==> config.mk <==
export PLATFORM = sky130hd
export DESIGN_NAME = qwd_top
export DESIGN_NICKNAME = d
export VERILOG_FILES = /design/src/qwd_pkg.sv /design/src/qwd_line_if.sv /design/src/qwd_line_sync.sv /design/src/qwd_top.sv
export SDC_FILE = /design/constraint.sdc
export NUM_CORES = 1
export LEC_CHECK = 0
export BUFFER_PORTS_ARGS = -buffer_cell sky130_fd_sc_hd__clkbuf_2
export CORE_UTILIZATION = 35
export DETAILED_ROUTE_END_ITERATION = 12
export HOLD_SLACK_MARGIN = 0.05
export SLEW_MARGIN = 40
export SYNTH_ARGS = -nofsm -noshare
export SYNTH_HDL_FRONTEND = slang
export SYNTH_HIERARCHICAL = 1
export SYNTH_SLANG_ARGS = --single-unit
==> constraint.sdc <==
create_clock -name clk_i -period 7.1 [get_ports clk_i]
set_input_delay 0.355 -clock clk_i [delete_from_list [all_inputs] [get_ports clk_i]]
set_output_delay 0.355 -clock clk_i [all_outputs]
set_load 0.005 [all_outputs]
==> src/qwd_pkg.sv <==
// shared constants for the quad wiper serial command decoder
package qwd_pkg;
  localparam int        NUM_POTS      = 4;
  localparam int        NUM_SLOTS     = 4;
  localparam int        WIPER_W       = 6;
  localparam logic [5:0] WIPER_MAX    = 6'h3f;
  localparam logic [5:0] WIPER_MIN    = 6'h00;
  localparam logic [5:0] SLOT_RST     = 6'h00;
  localparam logic [5:0] WIPER_RST    = 6'h00;
  // arbitrary device type nibble, not a real code
  localparam logic [3:0] DEV_TYPE_DEF = 4'h3;
  localparam logic [3:0] BYTE_BITS    = 4'h8;
  localparam int        CLK_HZ        = 10_000_000;
  localparam int        NV_WRITE_MS   = 5;
  localparam int        NV_WRITE_CYC  = (CLK_HZ / 1000) * NV_WRITE_MS;
  localparam logic [3:0] OP_RD_WIPER  = 4'h9;
  localparam logic [3:0] OP_WR_WIPER  = 4'ha;
  localparam logic [3:0] OP_RD_SLOT   = 4'hb;
  localparam logic [3:0] OP_WR_SLOT   = 4'hc;
  localparam logic [3:0] OP_CP_S2W    = 4'hd;
  localparam logic [3:0] OP_CP_W2S    = 4'he;
  localparam logic [3:0] OP_GCP_S2W   = 4'h1;
  localparam logic [3:0] OP_GCP_W2S   = 4'h8;
  localparam logic [3:0] OP_STEP      = 4'h2;
  typedef enum logic [9:0] {
    QWD_IDLE  = 10'b00_0000_0001,
    QWD_ADDR  = 10'b00_0000_0010,
    QWD_ACK_A = 10'b00_0000_0100,
    QWD_INSTR = 10'b00_0000_1000,
    QWD_ACK_I = 10'b00_0001_0000,
    QWD_WDATA = 10'b00_0010_0000,
    QWD_ACK_W = 10'b00_0100_0000,
    QWD_RDATA = 10'b00_1000_0000,
    QWD_ACK_R = 10'b01_0000_0000,
    QWD_STEP  = 10'b10_0000_0000
  } qwd_state_t;
endpackage

==> src/qwd_line_if.sv <==
// synchronised serial line events between the front end and the decoder
`timescale 1ns/1ps
interface qwd_line_if;
  logic       scl_rise;
  logic       scl_fall;
  logic       sda;
  logic       start;
  logic       stop;
  logic [3:0] strap;
  modport front (output scl_rise, output scl_fall, output sda, output start, output stop,
                 output strap);
  modport core (input scl_rise, input scl_fall, input sda, input start, input stop,
                input strap);
endinterface

==> src/qwd_line_sync.sv <==
// three-flop synchronisers on clock and data, two-flop on the strap, and edge, start and stop detection
`timescale 1ns/1ps
module qwd_line_sync (
  input  wire logic       clk_i,
  input  wire logic       rst_i,
  input  wire logic       scl_i,
  input  wire logic       sda_i,
  input  wire logic [3:0] strap_i,
  qwd_line_if.front       line
);
  logic [1:0] scl_m_q;
  logic [1:0] sda_m_q;
  logic [3:0] strap_m_q;
  logic [3:0] strap_s_q;
  logic       scl_s_q;
  logic       sda_s_q;
  logic       scl_p_q;
  logic       sda_p_q;

  // idle bus is high, so reset to high avoids a false start
  always_ff @(posedge clk_i) begin
    if (rst_i) begin
      scl_m_q <= 2'h3;
      sda_m_q <= 2'h3;
      scl_s_q <= 1'b1;
      sda_s_q <= 1'b1;
      scl_p_q <= 1'b1;
      sda_p_q <= 1'b1;
    end else begin
      scl_m_q <= {scl_m_q[0], scl_i};
      sda_m_q <= {sda_m_q[0], sda_i};
      scl_s_q <= scl_m_q[1];
      sda_s_q <= sda_m_q[1];
      scl_p_q <= scl_s_q;
      sda_p_q <= sda_s_q;
    end
  end

  always_ff @(posedge clk_i) begin
    if (rst_i) begin
      strap_m_q <= 4'h0;
      strap_s_q <= 4'h0;
    end else begin
      strap_m_q <= strap_i;
      strap_s_q <= strap_m_q;
    end
  end

  assign line.scl_rise = scl_s_q & ~scl_p_q;
  assign line.scl_fall = ~scl_s_q & scl_p_q;
  assign line.sda      = sda_s_q;
  assign line.start    = scl_s_q & scl_p_q & sda_p_q & ~sda_s_q;
  assign line.stop     = scl_s_q & scl_p_q & ~sda_p_q & sda_s_q;
  assign line.strap    = strap_s_q;
endmodule // qwd_line_sync

==> src/qwd_top.sv <==
// quad wiper serial command decoder with non-volatile setting slots
`timescale 1ns/1ps
module qwd_top
  import qwd_pkg::*;
#(
  parameter int         NV_CYCLES = NV_WRITE_CYC,
  parameter logic [3:0] DEV_TYPE  = DEV_TYPE_DEF
) (
  input  wire logic                          clk_i,
  input  wire logic                          rst_i,
  input  wire logic                          scl_i,
  input  wire logic                          sda_i,
  input  wire logic [3:0]                    strap_addr_i,
  output logic                               sda_o,
  output logic                               sda_oe_o,
  output logic                               busy_o,
  output logic [NUM_POTS*WIPER_W-1:0]        wiper_pos_o
);
  localparam int CNT_W = $clog2(NV_CYCLES + 1);

  qwd_line_if line ();

  qwd_line_sync u_sync (
    .clk_i   (clk_i),
    .rst_i   (rst_i),
    .scl_i   (scl_i),
    .sda_i   (sda_i),
    .strap_i (strap_addr_i),
    .line    (line)
  );

  qwd_state_t        state_q;
  logic [3:0]        cnt_q;
  logic [7:0]        shift_q;
  logic [7:0]        tx_q;
  logic              oe_q;
  logic              init_q;
  logic              busy_q;
  logic [CNT_W-1:0]  busy_cnt_q;
  logic              pend_q;
  logic [3:0]        op_q;
  logic [1:0]        pot_q;
  logic [1:0]        slot_q;
  logic [5:0]        data_q;
  logic [5:0]        wiper_q [NUM_POTS];
  logic [5:0]        nv_q    [NUM_POTS][NUM_SLOTS];

  logic byte_end;
  logic addr_ok;
  logic op_ok;
  logic exec;
  logic nv_op;

  assign byte_end = line.scl_fall && (cnt_q == BYTE_BITS);
  // a busy device refuses its address so the host can poll
  assign addr_ok  = (shift_q == {DEV_TYPE, line.strap}) && !busy_q;
  assign op_ok    = (shift_q[7:4] == OP_RD_WIPER) || (shift_q[7:4] == OP_WR_WIPER) ||
                    (shift_q[7:4] == OP_RD_SLOT)  || (shift_q[7:4] == OP_WR_SLOT)  ||
                    (shift_q[7:4] == OP_CP_S2W)   || (shift_q[7:4] == OP_CP_W2S)   ||
                    (shift_q[7:4] == OP_STEP)     ||
                    ((shift_q[7:4] == OP_GCP_S2W) && (shift_q[3:2] == 2'h0)) ||
                    ((shift_q[7:4] == OP_GCP_W2S) && (shift_q[3:2] == 2'h0));
  assign exec     = line.stop && pend_q;
  assign nv_op    = (op_q == OP_WR_SLOT) || (op_q == OP_CP_W2S) || (op_q == OP_GCP_W2S);

  always_ff @(posedge clk_i) begin
    if (rst_i) begin
      state_q <= QWD_IDLE;
    end else if (line.start) begin
      state_q <= QWD_ADDR;
    end else if (line.stop) begin
      state_q <= QWD_IDLE;
    end else begin
      case (state_q)
        QWD_ADDR: begin
          if (byte_end) state_q <= addr_ok ? QWD_ACK_A : QWD_IDLE;
        end
        QWD_ACK_A: begin
          if (line.scl_fall) state_q <= QWD_INSTR;
        end
        QWD_INSTR: begin
          if (byte_end) state_q <= op_ok ? QWD_ACK_I : QWD_IDLE;
        end
        QWD_ACK_I: begin
          if (line.scl_fall) begin
            case (op_q)
              OP_RD_WIPER, OP_RD_SLOT: state_q <= QWD_RDATA;
              OP_WR_WIPER, OP_WR_SLOT: state_q <= QWD_WDATA;
              OP_STEP:                 state_q <= QWD_STEP;
              default:                 state_q <= QWD_IDLE;
            endcase
          end
        end
        QWD_WDATA: begin
          if (byte_end) state_q <= QWD_ACK_W;
        end
        QWD_ACK_W: begin
          if (line.scl_fall) state_q <= QWD_IDLE;
        end
        QWD_RDATA: begin
          if (byte_end) state_q <= QWD_ACK_R;
        end
        QWD_ACK_R: begin
          if (line.scl_fall) state_q <= QWD_IDLE;
        end
        QWD_STEP:  state_q <= QWD_STEP;
        default:   state_q <= QWD_IDLE;
      endcase
    end
  end

  // bit counter and receive shifter
  always_ff @(posedge clk_i) begin
    if (rst_i || line.start) begin
      cnt_q   <= 4'h0;
      shift_q <= 8'h00;
    end else if (line.scl_fall && (cnt_q == BYTE_BITS)) begin
      cnt_q   <= 4'h0;
    end else if (line.scl_rise && (state_q == QWD_ADDR || state_q == QWD_INSTR ||
                                   state_q == QWD_WDATA || state_q == QWD_RDATA ||
                                   state_q == QWD_STEP)) begin
      cnt_q   <= cnt_q + 4'h1;
      shift_q <= {shift_q[6:0], line.sda};
    end
  end

  always_ff @(posedge clk_i) begin
    if (rst_i || line.start || line.stop) begin
      oe_q <= 1'b0;
      tx_q <= 8'h00;
    end else if (line.scl_fall) begin
      case (state_q)
        QWD_ADDR:  oe_q <= byte_end && addr_ok;
        QWD_INSTR: oe_q <= byte_end && op_ok;
        QWD_WDATA: oe_q <= byte_end;
        QWD_ACK_I: begin
          if (op_q == OP_RD_WIPER) begin
            oe_q <= ~1'b0;
            tx_q <= {2'h0, wiper_q[pot_q]};
          end else if (op_q == OP_RD_SLOT) begin
            oe_q <= ~1'b0;
            tx_q <= {2'h0, nv_q[pot_q][slot_q]};
          end else begin
            oe_q <= 1'b0;
          end
        end
        QWD_RDATA: begin
          if (byte_end) begin
            oe_q <= 1'b0;
          end else begin
            oe_q <= ~tx_q[6];
            tx_q <= {tx_q[6:0], 1'b0};
          end
        end
        default:   oe_q <= 1'b0;
      endcase
    end
  end

  // latch instruction and data
  always_ff @(posedge clk_i) begin
    if (rst_i) begin
      op_q   <= 4'h0;
      pot_q  <= 2'h0;
      slot_q <= 2'h0;
      data_q <= 6'h00;
    end else if (byte_end && state_q == QWD_INSTR) begin
      op_q   <= shift_q[7:4];
      pot_q  <= shift_q[3:2];
      slot_q <= shift_q[1:0];
    end else if (byte_end && state_q == QWD_WDATA) begin
      data_q <= shift_q[5:0];
    end
  end

  // pending work armed by complete bytes
  always_ff @(posedge clk_i) begin
    if (rst_i || line.start || line.stop) begin
      pend_q <= 1'b0;
    end else if (line.scl_fall && state_q == QWD_ACK_W) begin
      pend_q <= 1'b1;
    end else if (line.scl_fall && state_q == QWD_ACK_I) begin
      pend_q <= (op_q == OP_CP_S2W) || (op_q == OP_CP_W2S) ||
                (op_q == OP_GCP_S2W) || (op_q == OP_GCP_W2S);
    end
  end

  always_ff @(posedge clk_i) begin
    if (rst_i) begin
      busy_q     <= 1'b0;
      busy_cnt_q <= '0;
    end else if (exec && nv_op) begin
      busy_q     <= 1'b1;
      busy_cnt_q <= CNT_W'(NV_CYCLES - 1);
    end else if (busy_q) begin
      busy_cnt_q <= busy_cnt_q - CNT_W'(1);
      if (busy_cnt_q == '0) busy_q <= 1'b0;
    end
  end

  // power-up recall happens the cycle after reset
  always_ff @(posedge clk_i) begin
    init_q <= rst_i;
  end

  for (genvar g = 0; g < NUM_POTS; g++) begin : g_pot
    logic sel;
    assign sel = (pot_q == 2'(g));

    always_ff @(posedge clk_i) begin
      if (rst_i) begin
        wiper_q[g] <= WIPER_RST;
      end else if (init_q) begin
        wiper_q[g] <= nv_q[g][0];
      end else if (exec && sel && op_q == OP_WR_WIPER) begin
        wiper_q[g] <= data_q;
      end else if (exec && op_q == OP_GCP_S2W) begin
        wiper_q[g] <= nv_q[g][slot_q];
      end else if (exec && sel && op_q == OP_CP_S2W) begin
        wiper_q[g] <= nv_q[g][slot_q];
      end else if (state_q == QWD_STEP && sel && line.scl_fall) begin
        // step on fall, direction from rise; stop pulse never falls
        if (shift_q[0] && wiper_q[g] != WIPER_MAX) begin
          wiper_q[g] <= wiper_q[g] + 6'h01;
        end else if (!shift_q[0] && wiper_q[g] != WIPER_MIN) begin
          wiper_q[g] <= wiper_q[g] - 6'h01;
        end
      end
    end

    // slots are reset only because simulation has no stored contents
    always_ff @(posedge clk_i) begin
      if (rst_i) begin
        for (int s = 0; s < NUM_SLOTS; s++) begin
          nv_q[g][s] <= SLOT_RST;
        end
      end else if (exec && sel && op_q == OP_WR_SLOT) begin
        nv_q[g][slot_q] <= data_q;
      end else if (exec && op_q == OP_GCP_W2S) begin
        nv_q[g][slot_q] <= wiper_q[g];
      end else if (exec && sel && op_q == OP_CP_W2S) begin
        nv_q[g][slot_q] <= wiper_q[g];
      end
    end

    always_ff @(posedge clk_i) begin
      if (rst_i) begin
        wiper_pos_o[g*WIPER_W +: WIPER_W] <= WIPER_RST;
      end else begin
        wiper_pos_o[g*WIPER_W +: WIPER_W] <= wiper_q[g];
      end
    end
  end

  always_ff @(posedge clk_i) begin
    if (rst_i) begin
      sda_o    <= 1'b0;
      sda_oe_o <= 1'b0;
      busy_o   <= 1'b0;
    end else begin
      sda_o    <= 1'b0;
      sda_oe_o <= oe_q;
      busy_o   <= busy_q;
    end
  end
endmodule // qwd_top

# --- Yosys cells after proc, flatten, opt, wreduce, memory -nomap -nowiden ---
# Memory sizes are Yosys's and may differ from the RTL's. A register that Yosys moved wholly into a read port is not among the register bits.
# Cells that the tools add are included.
op_classes:
  add_sub_neg: 10
  eq_ne: 52
  mux: 536
  bitwise_logic: 327
  n_reduce_logical: 94
  order_cmp: 2
ops:
  columns: ["operator", "count"]
  rows:
  - ["$mux W1", 459]
  - ["$or A1 B1 Y1", 312]
  - ["$mux W24", 12]
  - ["$mux W6", 35]
  - ["$pmux W10 S8", 1]
  - ["$mux W10", 7]
  - ["$bmux W6 S2", 5]
  - ["$eq A4 B4 Y1 const B", 15]
  - ["$logic_and A1 B1 Y1", 52]
  - ["$mux W16", 2]
  - ["$pmux W10 S3", 1]
  - ["$add A6 B1 Y6 const B", 4]
  - ["$ne A4 B4 Y1 const B", 6]
  - ["$ne A6 B6 Y1 const B", 4]
  - ["$reduce_bool A6 Y1", 4]
  - ["$sub A6 B1 Y6 const B", 4]
  - ["$mux W7", 3]
  - ["$logic_or A1 B1 Y1", 19]
  - ["$logic_not A16 Y1", 1]
  - ["$sub A16 B1 Y16 const B", 1]
  - ["$ne A2 B2 Y1 const B", 7]
  - ["$pmux W7 S2", 1]
  - ["$reduce_and A7 Y1", 2]
  - ["$demux W6 S2", 1]
  - ["34 further kinds", 63]
word_totals:
  ramBits: 120
  mem_count: 2
  reg_bits: 105
  wordCells: 1052
mem_list:
  columns: ["memory", "words", "width", "read_ports", "rd_ports_with_merged_regs", "wr", "line_no", "text"]
  rows:
  - ["nv_q", 4, 24, 5, 1, 4, "qwd_top.sv:46", "logic [5:0] nv_q [NUM_POTS][NUM_SLOTS];"]
  - ["wiper_q", 4, 6, 5, 1, 4, "qwd_top.sv:45", "logic [5:0] wiper_q [NUM_POTS];"]

# --- Logic depth before layout (Yosys ltp) ---
depth:
  word_depth: 15
  depth_mapped: 9
  mapped_depth_nobuf: 8

# --- Modules after synthesis ---
# Netlist, hierarchy kept.
modules_own_cells:
  columns: ["mod", "area_per_inst_um2", "seq_area_each_um2", "cells_per_inst", "n_inst"]
  rows:
  - ["qwd_top", 12010.3, 5425.2, 1136, 1]
  - ["qwd_line_sync", 471.7, 320.3, 37, 1]

# --- Worst setup path after synthesis ---
# OpenSTA, ideal clock, no wires.
synth_path:
  path_type: "reg2reg"
  from: "memory wiper_q[0][0]"
  to: "memory wiper_q[0][0], enable pin"
  required_ps: 6792
  path_stages_with_launch: 9
  path_slack_ps: 4515
  setup_time_ps: 308
  arrival_ps: 2277
  path_cell_list: "edfxtp_1 -> clkbuf_1 -> inv_1 -> ha_1 -> or4b_2 -> o21ai_0 -> nor2_1 -> nor2_1 -> nand3_1"
synth_lines:
  columns: ["item", "line_no"]
  rows:
  - ["from (decl)", "qwd_top.sv:45"]

==> metrics.txt <==
DRT antenna net count=0; Cell Chain, Critical Path=inv_1 -> ha_1 -> or4b_2 -> o21ai_0 -> nor2_1 -> nor2_1 -> nand3_1; # Max-Cap Violations=0; power share of the sequential group=0.482; hold violation count in the final report=0; I/O pin count=35; worst reg2reg path startpoint=wiper_q[0][0]$_DFFE_PP_; Seq cells post-synth=227; delay of the slowest cell on the worst path=620 ps; half-perimeter wire length of the detailed placement result=26400 um; share of power burned in the clock network=0.471; routability congestion estimate from global placement=1.00; async set-reset flop share out of synthesis=0; Power, Total=0.00311 W; worst path required time=7330 ps; outcome=finished clean; post-CTS setup buffers=0; layout cells sized above 1=0.149; power density cells=223 nW/um^2; minimum clock period after layout=3130 ps; kind of critical path=flop to flop; switching share of power=0.232; Distinct cells, synth=81; pin count of the biggest net entering global routing=74; Synth area leaders=edfxtp_1 (29%), dfxtp_1 (17%), mux4_2 (9.6%); maximum buffer depth of the clock tree=3; global-route usage over all layers=0.210; signal arrival time at the worst endpoint=3350 ps; RSZ-0062 raised after global routing=false; hold_sp=rst_i; total of buffers placed on input and output ports=33; Hold WC Path Type=input pin to flop; first drt pass iteration count=9; number of warnings issued by yosys=6; ratio of routed vias to standard cells=6.21; number of violations reported at the end of detailed-routing iteration 0=1416; sum of routed wire length over all layers=38300 um; most used standard cell by instance count after synthesis=nor2_1; static power due to leakage=4.78 nW; most repeated library cell on the critical path=nor2_1; die footprint=36400 um^2; period utilisation layout=0.441; row count=68; total overflow reported by the global router=0; register clock-pin slew on the reported worst setup and hold paths=60 ps; die height=191 um; clock sink total=227; max-slew headroom at the worst pin=0.393; crit-path max FO=12; floorplan die width=191 um; fraction of synthesized cell area taken by the top area cell type=0.289; wire length of the first global-routing pass=58300 um; CTS tree=built; internal portion of total power=0.00239 W; initial antenna violation count=0; largest vdd supply drop=0.000189 V; sequential area share after synthesis=0.460; category of the worst setup path capture point=flop; switching component of the power=0.000721 W; layout overhead on the synthesized area=12.0%; top_reg_cell synth=edfxtp_1; initial core utilization=0.359; worst setup path start=wiper_q[0][0]$_DFFE_PP_; deepest level of the CTS H-tree=1; number of global-route vias before repair=9420; wire length per cell=23.4 um; overall via count from detail_route=10200; clock insertion delay at the later pin of the skew report=560 ps; Floorplan Core Area=34800 um^2; Slew Limit Fails=0; cell area after technology mapping=12500 um^2; Gate power share=0.046; sort of element at the start of the critical path=flop; Remaining DRCs=0; number of flops mapped to enable cells by yosys=120; Synthesized Nets=1196; number of nets in the layout=1182; clock root buffer master=clkbuf_16; measured slew at the worst slew-check pin=910 ps; CTS Buf Count=27; post-synthesis area per instance=10.6 um^2; Crit-path slowest cell=o21ai_0; highest clock rate=320 MHz; final clock skew=22.4 ps; cell taking the most area after synthesis=edfxtp_1; total setup violations reported at the end of the flow=0; Mapped Cells=1173; commonest cells in the synthesized netlist=nor2_1 (123), edfxtp_1 (120), dfxtp_1 (107), a22o_1 (96), nand2_1 (72); accumulated negative setup slack=0 ps
power groups by stage:
stage               Clock [W]  Combinational, W  Sequential, W
floorplan                   0          0.000127        0.00147
CTS                   0.00149          0.000143        0.00150
finish                0.00147          0.000144        0.00150
global route          0.00153          0.000160        0.00150
detailed placement          0          0.000140        0.00152
global placement            0          0.000139        0.00152
metal layers:
metal  part of all wire  track usage  routed length, um  vias to the layer above
li1                   -            -                  -                     4512
met1               0.41        0.290              15600                     4931
met2               0.44        0.319              16900                      612
met3               0.11       0.0438               4160                      111
met4              0.042       0.0858               1620                        0
met5                  0            0                  0                        -
through the flow:
step	hold slack (ps)	utilization	instance area [um^2]	instances	setup WS [ps]
floorplan	383	-	12500	1173	4510
global placement	397	0.371	12900	1579	3940
detailed placement	390	0.372	12900	1579	4050
CTS	94.8	0.401	14000	1635	4050
global route	90.8	0.402	14000	1635	3820
finish	109	0.402	14000	1636	3970
worst paths after layout:
kind,to,slack (ps),cells past startpoint
worst min-delay path,init_q$_DFF_P_,110,1
worst max-delay path,wiper_q[0][0]$_DFFE_PP_,3970,7
worst max register to register,wiper_q[0][0]$_DFFE_PP_,3970,7
worst min register to register,u_sync/sda_m_q[1]$_SDFF_PP1_,400,1
sequential cells by signal, summed over array words and instances, names as in the netlist, 6 cells and up, named ones only:
signal       cells
tx_q             7
state_q         10
nv_q            96
data_q           6
shift_q          8
wiper_pos_o     24
wiper_q         24
busy_cnt_q      16
timing repair:
action | CTS | global route
gates resized for setup | 0 | 0
hold buffers | 6 | 0
endpoints found under the hold margin | 6 | 0
worst max-delay path, delay by kind of cell (launching register included):
family                   cells  cell delay (ps)
flip-flops                   1              610
buffers and inverters        1              190
AND/OR/NAND/NOR              4             1240
AO/OA/AOI/OAI                1              620
adder cells (fa/ha/maj)      1              160
cells in the final DEF (no fill, tap or decap), types with 6 or more instances in the layout:
| cell | n |
|---|---|
| nand4_1 | 17 |
| a222oi_1 | 24 |
| o211ai_1 | 6 |
| mux4_2 | 53 |
| dlygate4sd3_1 | 6 |
| nor2b_1 | 36 |
| and3_1 | 15 |
| ha_1 | 15 |
| inv_1 | 19 |
| nor2_1 | 122 |
| a211oi_1 | 9 |
| a221oi_1 | 8 |
| nand4b_1 | 6 |
| xor2_1 | 16 |
| or2_1 | 8 |
| or3_1 | 20 |
| nand2b_1 | 15 |
| nor3_1 | 28 |
| clkbuf_8 | 7 |
| nand3_1 | 37 |
| a21oi_1 | 37 |
| clkbuf_16 | 31 |
| dfxtp_1 | 103 |
| edfxtp_1 | 120 |
| a31oi_1 | 6 |
| a22oi_1 | 6 |
| o21ai_0 | 38 |
| clkbuf_2 | 34 |
| xnor2_1 | 19 |
| buf_4 | 13 |
| a22o_1 | 96 |
| nor4_1 | 12 |
| or4_1 | 9 |
| or2_2 | 7 |
| and2b_1 | 6 |
| nand2_1 | 72 |
| mux2i_1 | 14 |
final cells by class:
type	count	area (um^2)
Clock buffer	44	897
Tap cell	455	569
Multi-Input combinational cell	833	6300
Clock inverter	6	72.6
Antenna cell	1	2.50
Sequential cell	227	5750
Inverter	19	71.3
Fill cell	3323	20800
Timing Repair Buffer	51	318
kinds of logic after synthesis:
| family | count (synthesis) | synth area share |
|---|---|---|
| AND/OR/NAND/NOR | 446 | 0.190 |
| multiplexers | 68 | 0.109 |
| other | 1 | 0.000300 |
| adder cells (fa/ha/maj) | 15 | 0.0150 |
| AO/OA/AOI/OAI | 268 | 0.164 |
| flip-flops | 227 | 0.460 |
| XOR/XNOR | 35 | 0.0246 |
| buffers and inverters | 113 | 0.0372 |
No activity file was read; power rests on OpenSTA's default activity.
